### config.mk
export PLATFORM = sky130hd
export DESIGN_NAME = pdr_top
export DESIGN_NICKNAME = d
export VERILOG_FILES = /design/src/core/pdr_pkg.sv /design/src/core/pdr_fifo.sv /design/src/core/pdr_top.sv
export SDC_FILE = /design/constraint.sdc
export NUM_CORES = 1
export LEC_CHECK = 0
export BUFFER_PORTS_ARGS = -buffer_cell sky130_fd_sc_hd__buf_2
export CORE_ASPECT_RATIO = 1.1
export CORE_MARGIN = 8
export CORE_UTILIZATION = 45
export DETAILED_ROUTE_END_ITERATION = 10
export PLACE_DENSITY = 0.7
export SETUP_SLACK_MARGIN = 0.5
export SYNTH_ARGS = -nofsm -noshare
export SYNTH_HDL_FRONTEND = slang
export SYNTH_HIERARCHICAL = 1
export SYNTH_SLANG_ARGS = --single-unit
### constraint.sdc
create_clock -name i_core_clk -period 10 [get_ports i_core_clk]
set_clock_uncertainty 0.05 [all_clocks]
set_input_delay 1 -clock i_core_clk [delete_from_list [all_inputs] [get_ports i_core_clk]]
set_output_delay 1 -clock i_core_clk [all_outputs]
set_load 0.02 [all_outputs]
### src/core/pdr_pkg.sv
// Package for the packet DMA pointer register block.
// Assumes an 8-bit register port and one core clock.
`default_nettype none
package pdr_pkg;
  localparam int unsigned REG_AW = 4;
  localparam logic [3:0] OFS_TX_PAGE = 4'h0;
  localparam logic [3:0] OFS_TX_LEN_LO = 4'h1;
  localparam logic [3:0] OFS_TX_LEN_HI = 4'h2;
  localparam logic [3:0] OFS_RING_FIRST = 4'h3;
  localparam logic [3:0] OFS_RING_LAST = 4'h4;
  localparam logic [3:0] OFS_RING_GUARD = 4'h5;
  localparam logic [3:0] OFS_RESUME = 4'h6;
  localparam logic [3:0] OFS_LDMA_LO = 4'h7;
  localparam logic [3:0] OFS_LDMA_HI = 4'h8;
  localparam logic [3:0] OFS_RBEGIN_LO = 4'h9;
  localparam logic [3:0] OFS_RBEGIN_HI = 4'hA;
  localparam logic [3:0] OFS_RLEN_LO = 4'hB;
  localparam logic [3:0] OFS_RLEN_HI = 4'hC;
  localparam logic [3:0] OFS_STATUS = 4'hD;
  localparam logic [3:0] OFS_TX_LEFT_LO = 4'hE;
  localparam logic [3:0] OFS_TX_LEFT_HI = 4'hF;
  localparam logic [7:0] BYTE_ZERO = 8'h00;
  localparam logic [15:0] WORD_ZERO = 16'h0000;
  localparam logic [15:0] STEP_BYTE = 16'h0001;
  localparam logic [15:0] STEP_WORD = 16'h0002;
  localparam logic [7:0] PAGE_ONE = 8'h01;
  // Status bit positions
  localparam int unsigned ST_TX_BUSY = 0;
  localparam int unsigned ST_RX_BUSY = 1;
  localparam int unsigned ST_RX_ABORT = 2;
  localparam int unsigned ST_RM_BUSY = 3;
  typedef enum logic [1:0] {
    PDR_IDLE,
    PDR_TX,
    PDR_RX
  } pdr_local_e;
endpackage
`default_nettype wire

### src/core/pdr_fifo.sv
// Small synchronous FIFO placed in the transmit data path.
// Assumes one clock and an active-low asynchronous reset.
`timescale 1ns/100ps
`default_nettype none
module pdr_fifo #(
  parameter int unsigned WIDTH = 8,
  parameter int unsigned DEPTH = 8
) (
  input wire logic i_core_clk,
  input wire logic i_resetn,
  input wire logic i_ce,
  input wire logic i_in_valid,
  output logic o_in_ready,
  input wire logic [WIDTH-1:0] i_in_data,
  output logic o_out_valid,
  input wire logic i_out_ready,
  output logic [WIDTH-1:0] o_out_data
);
  localparam int unsigned PW = $clog2(DEPTH);
  typedef struct packed {
    logic [PW-1:0] wr;
    logic [PW-1:0] rd;
    logic [PW:0] cnt;
  } pdr_fifo_s;
  pdr_fifo_s st;
  pdr_fifo_s next_st;
  logic [WIDTH-1:0] mem [DEPTH];
  logic push;
  logic pop;

  // Honest full and empty from the fill count
  assign o_in_ready = (st.cnt != (PW+1)'(DEPTH));
  assign o_out_valid = (st.cnt != '0);
  assign o_out_data = mem[st.rd];
  assign push = i_ce && i_in_valid && o_in_ready;
  assign pop = i_ce && i_out_ready && o_out_valid;

  // Pointer and count update
  always_comb begin
    next_st = st;
    if (push) begin
      next_st.wr = (st.wr == PW'(DEPTH-1)) ? '0 : st.wr + 1'b1;
    end
    if (pop) begin
      next_st.rd = (st.rd == PW'(DEPTH-1)) ? '0 : st.rd + 1'b1;
    end
    next_st.cnt = st.cnt + (PW+1)'(push) - (PW+1)'(pop);
  end

  always_ff @(posedge i_core_clk or negedge i_resetn) begin
    if (!i_resetn) begin
      st <= '0;
    end else begin
      st <= next_st;
    end
  end

  // Storage carries no reset; only pointers and count need a defined value
  always_ff @(posedge i_core_clk) begin
    if (push) begin
      mem[st.wr] <= i_in_data;
    end
  end
endmodule
`default_nettype wire

### src/core/pdr_top.sv
// Pointer and count registers for the local and remote DMA channels.
// Assumes an 8-bit register port, a packet memory that answers each
// request in the cycle it is taken, and pins already synchronised.
//
// Added by the designer: the address-and-strobe port and the address map.
`timescale 1ns/100ps
`default_nettype none
module pdr_top
  import pdr_pkg::*;
#(
  parameter int unsigned FIFO_DEPTH = 8
) (
  input wire logic i_core_clk,
  input wire logic i_resetn,
  input wire logic i_ce,
  input wire logic [REG_AW-1:0] i_addr,
  input wire logic [7:0] i_wdata,
  input wire logic i_wr,
  input wire logic i_rd,
  output logic [7:0] o_rdata,
  input wire logic i_tx_start,
  output logic o_tx_done,
  output logic [15:0] o_mem_addr,
  output logic o_mem_rd,
  output logic o_mem_wr,
  input wire logic [7:0] i_mem_rdata,
  output logic o_tx_valid,
  input wire logic i_tx_ready,
  output logic [7:0] o_tx_data,
  input wire logic i_rx_begin,
  input wire logic i_rx_page_full,
  input wire logic i_rx_good,
  input wire logic i_rx_error,
  output logic o_rx_abort,
  input wire logic i_rm_step,
  input wire logic i_rm_word,
  output logic [15:0] o_rm_addr,
  output logic o_rm_done
);
  typedef struct packed {
    pdr_local_e mode;
    logic [7:0] tx_page;
    logic [15:0] tx_len;
    logic [15:0] tx_left;
    logic [7:0] ring_first;
    logic [7:0] ring_last;
    logic [7:0] ring_guard;
    logic [7:0] resume;
    logic [15:0] ldma;
    logic [15:0] rm_addr;
    logic [15:0] rm_len;
    logic rx_abort;
    logic tx_done;
    logic rm_done;
    logic [7:0] rdata;
  } pdr_top_s;

  pdr_top_s st;
  pdr_top_s next_st;
  logic fifo_ready;
  logic fetch;
  logic [7:0] status;
  logic [7:0] next_page;
  logic [15:0] rm_step;
  logic [7:0] rd_mux;

  // Fetch only while the FIFO has room, so a stalled sink stalls memory
  assign fetch = i_ce && (st.mode == PDR_TX) && (st.tx_left != WORD_ZERO)
    && fifo_ready;
  // Wrap back to the first page on reaching the last page, which is never used
  assign next_page = (st.ldma[15:8] + PAGE_ONE == st.ring_last) ?
    st.ring_first : st.ldma[15:8] + PAGE_ONE;
  assign rm_step = i_rm_word ? STEP_WORD : STEP_BYTE;

  // Status bits placed by name so the map lives in the package only
  always_comb begin
    status = BYTE_ZERO;
    status[ST_TX_BUSY] = (st.mode == PDR_TX);
    status[ST_RX_BUSY] = (st.mode == PDR_RX);
    status[ST_RX_ABORT] = st.rx_abort;
    status[ST_RM_BUSY] = (st.rm_len != WORD_ZERO);
  end

  assign o_mem_addr = st.ldma;
  assign o_mem_rd = fetch;
  assign o_mem_wr = i_ce && (st.mode == PDR_RX) && !st.rx_abort;
  assign o_rdata = st.rdata;
  assign o_rx_abort = st.rx_abort;
  assign o_tx_done = st.tx_done;
  assign o_rm_done = st.rm_done;
  assign o_rm_addr = st.rm_addr;

  // Read multiplexer, every register one byte wide
  always_comb begin
    rd_mux = BYTE_ZERO;
    case (i_addr)
      OFS_TX_PAGE: rd_mux = st.tx_page;
      OFS_TX_LEN_LO: rd_mux = st.tx_len[7:0];
      OFS_TX_LEN_HI: rd_mux = st.tx_len[15:8];
      OFS_RING_FIRST: rd_mux = st.ring_first;
      OFS_RING_LAST: rd_mux = st.ring_last;
      OFS_RING_GUARD: rd_mux = st.ring_guard;
      OFS_RESUME: rd_mux = st.resume;
      OFS_LDMA_LO: rd_mux = st.ldma[7:0];
      OFS_LDMA_HI: rd_mux = st.ldma[15:8];
      OFS_RBEGIN_LO: rd_mux = st.rm_addr[7:0];
      OFS_RBEGIN_HI: rd_mux = st.rm_addr[15:8];
      OFS_RLEN_LO: rd_mux = st.rm_len[7:0];
      OFS_RLEN_HI: rd_mux = st.rm_len[15:8];
      OFS_STATUS: rd_mux = status;
      OFS_TX_LEFT_LO: rd_mux = st.tx_left[7:0];
      OFS_TX_LEFT_HI: rd_mux = st.tx_left[15:8];
      default: rd_mux = BYTE_ZERO;
    endcase
  end

  // Whole next-state computation
  always_comb begin
    next_st = st;
    next_st.tx_done = 1'b0;
    next_st.rm_done = 1'b0;
    if (i_rd) begin
      next_st.rdata = rd_mux;
    end
    if (i_wr) begin
      case (i_addr)
        OFS_TX_PAGE: next_st.tx_page = i_wdata;
        OFS_TX_LEN_LO: next_st.tx_len[7:0] = i_wdata;
        OFS_TX_LEN_HI: next_st.tx_len[15:8] = i_wdata;
        OFS_RING_FIRST: next_st.ring_first = i_wdata;
        OFS_RING_LAST: next_st.ring_last = i_wdata;
        OFS_RING_GUARD: next_st.ring_guard = i_wdata;
        OFS_RESUME: next_st.resume = i_wdata;
        OFS_RBEGIN_LO: next_st.rm_addr[7:0] = i_wdata;
        OFS_RBEGIN_HI: next_st.rm_addr[15:8] = i_wdata;
        OFS_RLEN_LO: next_st.rm_len[7:0] = i_wdata;
        OFS_RLEN_HI: next_st.rm_len[15:8] = i_wdata;
        default: next_st.rdata = next_st.rdata;
      endcase
    end
    // Remote channel steps; a count of one with a word step ends at zero
    if (i_rm_step && st.rm_len != WORD_ZERO) begin
      next_st.rm_addr = st.rm_addr + rm_step;
      if (st.rm_len <= rm_step) begin
        next_st.rm_len = WORD_ZERO;
        next_st.rm_done = 1'b1;
      end else begin
        next_st.rm_len = st.rm_len - rm_step;
      end
    end
    // Local channel sequencing
    case (st.mode)
      PDR_IDLE: begin
        if (i_tx_start) begin
          next_st.mode = PDR_TX;
          next_st.ldma = {st.tx_page, BYTE_ZERO};
          next_st.tx_left = st.tx_len;
        end else if (i_rx_begin) begin
          next_st.mode = PDR_RX;
          next_st.rx_abort = 1'b0;
          next_st.ldma = {st.resume, BYTE_ZERO};
        end
      end
      PDR_TX: begin
        // Counts to zero with no length cap at all
        if (st.tx_left == WORD_ZERO) begin
          next_st.mode = PDR_IDLE;
          next_st.tx_done = 1'b1;
        end else if (fetch) begin
          next_st.ldma = st.ldma + STEP_BYTE;
          next_st.tx_left = st.tx_left - STEP_BYTE;
        end
      end
      PDR_RX: begin
        if (i_rx_error) begin
          next_st.ldma = {st.resume, BYTE_ZERO};
          next_st.mode = PDR_IDLE;
        end else if (i_rx_good) begin
          // Next frame starts on the page after this one
          next_st.resume = next_page;
          next_st.mode = PDR_IDLE;
        end else if (i_rx_page_full && !st.rx_abort) begin
          if (next_page == st.ring_guard) begin
            // Abort ends the receive, so the next begin can clear the flag
            next_st.rx_abort = 1'b1;
            next_st.mode = PDR_IDLE;
          end else begin
            next_st.ldma = {next_page, BYTE_ZERO};
          end
        end else if (o_mem_wr) begin
          next_st.ldma[7:0] = st.ldma[7:0] + PAGE_ONE;
        end
      end
      default: next_st.mode = PDR_IDLE;
    endcase
  end

  always_ff @(posedge i_core_clk or negedge i_resetn) begin
    if (!i_resetn) begin
      st <= '0;
    end else if (i_ce) begin
      st <= next_st;
    end
  end

  // Byte FIFO between packet memory and the transmit serialiser
  pdr_fifo #(
    .WIDTH(8),
    .DEPTH(FIFO_DEPTH)
  ) u_fifo (
    .i_core_clk(i_core_clk),
    .i_resetn(i_resetn),
    .i_ce(i_ce),
    .i_in_valid(fetch),
    .o_in_ready(fifo_ready),
    .i_in_data(i_mem_rdata),
    .o_out_valid(o_tx_valid),
    .i_out_ready(i_tx_ready),
    .o_out_data(o_tx_data)
  );
endmodule
`default_nettype wire

### Yosys cells after proc, flatten, opt, wreduce, memory -nomap -nowiden

Memories as Yosys holds them, arrays and structs flattened.
Cells that the tools add are included.

* register bits after elaboration: 143
* memory bits (writable): 64
* input bits: 33
* output and inout port bits: 54
* word-level logic and storage cells: 169
* memories: 1

Memories
* u_fifo.mem: depth 8, bits a word 8, rd ports 1, clocked after memory_dff 0, wr ports 1, line pdr_fifo.sv:27 `logic [WIDTH-1:0] mem [DEPTH];`

* $add $sub $neg: 10
* magnitude comparators: 1
* equal/unequal tests: 40
* mux-type cells: 53
* reduce and logical (&&, ||, !) cells: 42

Operator list (number)
* $mux W16: 11
* $pmux W8 S16: 1
* $mux W8: 13
* $mux W32: 2
* $pmux W16 S3: 1
* $eq A4 B4 Y1 const B: 8
* $pmux W16 S2: 1
* $reduce_bool A16 Y1: 2
* $reduce_and A3 Y1: 10
* $reduce_and A8 Y1: 3
* $add A16 B1 Y16 const B: 1
* $add A16 B2 Y16: 1
* $add A8 B1 Y8 const B: 2
* $eq A4 B3 Y1 const B: 4
* $eq A8 B8 Y1: 2
* $le A16 B2 Y1: 1
* $logic_not A16 Y1: 1
* $mux W2: 8
* $sub A16 B1 Y16 const B: 1
* $sub A16 B2 Y16: 1
* $reduce_bool A2 Y1: 7
* $mux W1: 12
* $ne A2 B2 Y1 const B: 6
* $ne A4 B3 Y1 const B: 3
* 23 further kinds: 44

### Logic depth before layout (Yosys ltp)

* depth after elaboration: 9
* mapped depth: 15
* depth with buffers taken out: 15

### Modules after synthesis

The synthesis kept the hierarchy.

Modules (own cells, without submodules)
* pdr_top: instances 1, cells an instance 1067, area each 9282.7 µm², sequential area each 3328.2 µm²
* pdr_fifo: instances 1, cells an instance 153, area each 3114.2 µm², sequential area each 2172.1 µm²

### Least setup slack after synthesis

Ideal clock, no wire load.

* path type: input-to-reg
* from: input i_ce
* to: register u_fifo/st[2] (netlist name)
* setup time: 122 ps
* arrival time: 3421 ps
* path slack: 6407 ps
* stages on the path: 10
* buffers on the path: 1
* path through: clkbuf_1 > inv_1 > nor3_1 > and3_4 > inv_1 > ha_1 > inv_1 > ha_1 > fa_1 > xor2_1

RTL lines
* from (decl): line pdr_top.sv:15 `input wire logic i_ce,`
* to (signal assigned): line pdr_fifo.sv:54 `st <= next_st;`
* to (decl): line pdr_fifo.sv:25 `pdr_fifo_s st;`

### Worst setup path after layout

* from: register st, in the netlist o_mem_addr[8]
* to: register st, in the netlist o_mem_addr[0]

* longest elaborated chain between the ends: 6

RTL lines
* from (decl): line pdr_top.sv:58 `pdr_top_s st;`
* from (signal assigned): line pdr_top.sv:202 `st <= next_st;`
* $add A8 B1 Y8 *: line pdr_top.sv:71, pdr_top.sv:72
* $eq A8 B8 Y1: line pdr_top.sv:71 `assign next_page = (st.ldma[15:8] + PAGE_ONE == st.ring_last) ?`
* $mux W8 *: line pdr_top.sv:71
* $eq A8 B8 Y1 *: line pdr_top.sv:183 `if (next_page == st.ring_guard) begin`
* $ne A4 B4 Y1 (no line) *
* $reduce_and A8 Y1 (no line) *

Every way passes the cells marked *; elsewhere a longest branch is shown, timed or not.
A chain may end at the register's enable or synchronous reset.

==> impl_metrics.csv <==
group,metric,value,unit
outcome,status,"complete, no violations",
final_layout,drive_gt1_share,19.9,%
setup_path,reg2reg_depth,11,
setup_path,regToRegSetupSlack,5910,ps
timing,worst_pin_slew,1180,ps
synth,synth_area,12400,µm²
synth,synth_cell_types,83,
timing,rsz0062_at_grt,"no",
setup_path,worst-path-buf-inv,0,
placement,dp_slack,5990,ps
clocking,htree_levels,1,
timing,finalCriticalPeriod,4090,ps
clocking,cts_tree,"done",
synth,synth_cells,1220,
die,die_w,174,µm
power,power.density,264,nW/µm²
synth,async_reset_ff_share,69.1,%
power,p_leak,5.48,nW
grt,grt_pass1_wl,57500,µm
timing,fin_tns_setup,0,ps
die,die_h,190,µm
setup_path,critPathRequiredTime,10350,ps
synth,ys_seq_elements,207,
run,cap_violations,0,
setup_path,worstPathArrival,4430,ps
placement,place_area,12700,µm²
timing,finalCritPeriodShare,40.9,%
clocking,cts-resized-gates,0,
die,core_area,27000,µm²
timing,timing.final.ws_setup,5910,ps
synth,synth.yosys.warnings,6,
timing,whs,431,ps
final_layout,antenna_cells,0,
worst_hold_path,hold_start,"o_rdata[6]",
timing,fmax,245,MHz
drt,drc,0,
drt,drt-pass1-iter-count,6,
die,initial_core_util,45.9,%
drt,ant_nets,0,
drt,initialDrtViolationCount,1127,
grt,grt_max_degree,85,
final_layout,fin_area,13600,µm²
final_layout,filler_cell_count,2456,
grt,grt_overflow_total,0,
setup_path,cp_cell_sequence,"ha_1 > nand3_2 > nor2_1 > o31ai_1 > or4_4 > nor2_4 > a311o_1 > o2111ai_4 > o21ai_4 > and2_4 > mux2_4",
placement,portBuffers,86,
clocking,cts_inserted_buffers,24,
placement,place_congestion,1.00,
clocking,cts_hold_buf,0,
clocking,path_clk_slew,60,ps
synth,synth_edf_count,64,
final_layout,multi_input_area,6120,µm²
final_layout,finalNonFillerCells,1604,
setup_path,crit_family,"simple AND/OR/NAND/NOR gates",
synth,synth-main-ff-cell,"dfrtp_1",
clocking,cts_num_sinks,207,
placement,dpl.cell_count,1561,
synth,syn_nets,1277,
synth,synth_area_per_cell,10.2,µm²
timing,slew_headroom,20.6,%
grt,track_usage,21.8,%
worst_hold_path,min_path_type,"flop to flop",
synth,synth_top_area_share,28.9,%
power,finalPower,3.57,mW
timing,setup_viol,0,
drt,vias_per_cell,6.31,
power,vdd.ir_drop.worst,0.153,mV
setup_path,cp-startpoint,"o_mem_addr[8]",
setup_path,critPathMaxStageDelay,640,ps
clocking,cts-root-buf,"clkbuf_16",
clocking,post_cts_buffers,0,
worst_hold_path,hold-path-cell-count,2,
grt,grt_pass1_vias,9817,
timing,hold_viol,0,
drt,post_drt_wl_per_cell,23.0,µm
setup_path,startpoint_type,"flop",
setup_path,cpMaxStageDelayCell,"dfrtp_1",
synth,yosysMostFrequentCell,"dfrtp_1",
die,num_io_pins,87,
synth,yosysSeqAreaShare,44.4,%
drt,wirelength,36900,µm
final_layout,area_delta_synth_final,9.35,%
setup_path,setup.worst_path.class,"flop to flop",
drt,vias,10100,
clocking,clock_latency,530,ps
synth,ys_top_cells_by_count,"dfrtp_1 (143), o21ai_0 (90), nor2_1 (89)",
grt,antenna_found_initial,0,
clocking,clk_path_buf_depth,3,
setup_path,cp_num_cells,11,
die,rows,63,
placement,place_hpwl,26300,µm
final_layout,final_core_util,50.1,%
setup_path,end_kind,"flop",
timing,maxSlewViolCount,0,
final_layout,fin_nets,1287,
final_layout,ff_latch_area,5500,µm²
synth,synth_top_area_cell,"dfrtp_1",
synth,synth.area.top_cells,"dfrtp_1 (29%), edfxtp_1 (16%), mux2_2 (6.0%)",
die,fp.dieArea,33100,µm²
setup_path,r2r_start,"o_mem_addr[8]",
setup_path,crit_path_max_fanout,14,
[state kept, by name, summed over array words and instances (netlist names)]
register    count
st             90
u_fifo/mem     64
o_rdata         8
o_mem_addr     16
o_rm_addr      16
o_tx_done       1
u_fifo/st      10
o_rx_abort      1
o_rm_done       1
[report_power, final]
part / switching (mW) / leakage, nW / total [mW] / internal [mW]
Sequential: 0.325 / 2.36 / 1.37 / 1.05
Clock: 0.353 / 0.413 / 0.951 / 0.598
Combinational: 0.695 / 2.71 / 1.25 / 0.556
[final timing paths]
path | end
min | o_rdata[6]
min reg2reg | o_rdata[6]
max reg2reg | o_mem_addr[0]
max | o_mem_addr[0]
min in group asynchronous | st[86]
max in group asynchronous | st[114]
[layout make-up]
type / count / area share (%)
clock buffers: 32 / 4.96
clock inverters: 11 / 1.32
inverters: 37 / 1.02
multi-input cells: 866 / 45.2
flip-flops and latches: 207 / 40.6
well taps: 357 / 3.30
repair buffers: 94 / 3.66
[worst min-delay path: stages (launching register included)]
cell and delay, ps:
dfrtp_1 340, nand2_1 40, o21ai_0 60
[placed cells by master, fill, tap and decap left out, types with 7 or more instances in the layout]
cell	instances
o22a_1	7
nor3b_1	13
and3_1	20
nand4_1	8
buf_4	8
mux2_4	15
o22ai_1	35
xnor2_1	13
mux4_1	8
a21oi_1	85
mux2i_1	19
a31oi_1	22
nand3_1	47
a22oi_1	24
dfrtp_1	143
clkbuf_16	25
inv_1	37
edfxtp_1	64
nand2b_1	11
nor4_1	10
buf_2	85
ha_1	21
xor2_1	8
nand2_1	87
and2_1	10
nor3_1	23
nor2_1	89
mux2_2	66
or2_2	8
a32oi_1	10
mux4_2	8
nor2b_1	17
o21ai_0	90
[cell families after synthesis]
kind of cell               Yosys count  synth area share [%]
xor gates and xnor gates            22                  1.61
buffers and inverters              147                  6.25
and+or+nand+nor                    361                  14.7
DFF                                207                  44.4
adders and majority gates           24                  2.60
muxes                              116                  12.5
AOI/OAI and AO/OA                  343                  18.0
[layer usage]
layer  routed length (µm)  up-vias  global-route usage (%)  share of wire, %
met5                    0        -                       0                 0
met3                 2920      114                    3.63               7.9
met2                16700      500                    34.5                45
met1                15500     4957                    29.1                42
met4                 1800        0                    9.41               4.9
li1                     -     4550                       -                 -
(Power assumes the default switching activity.)
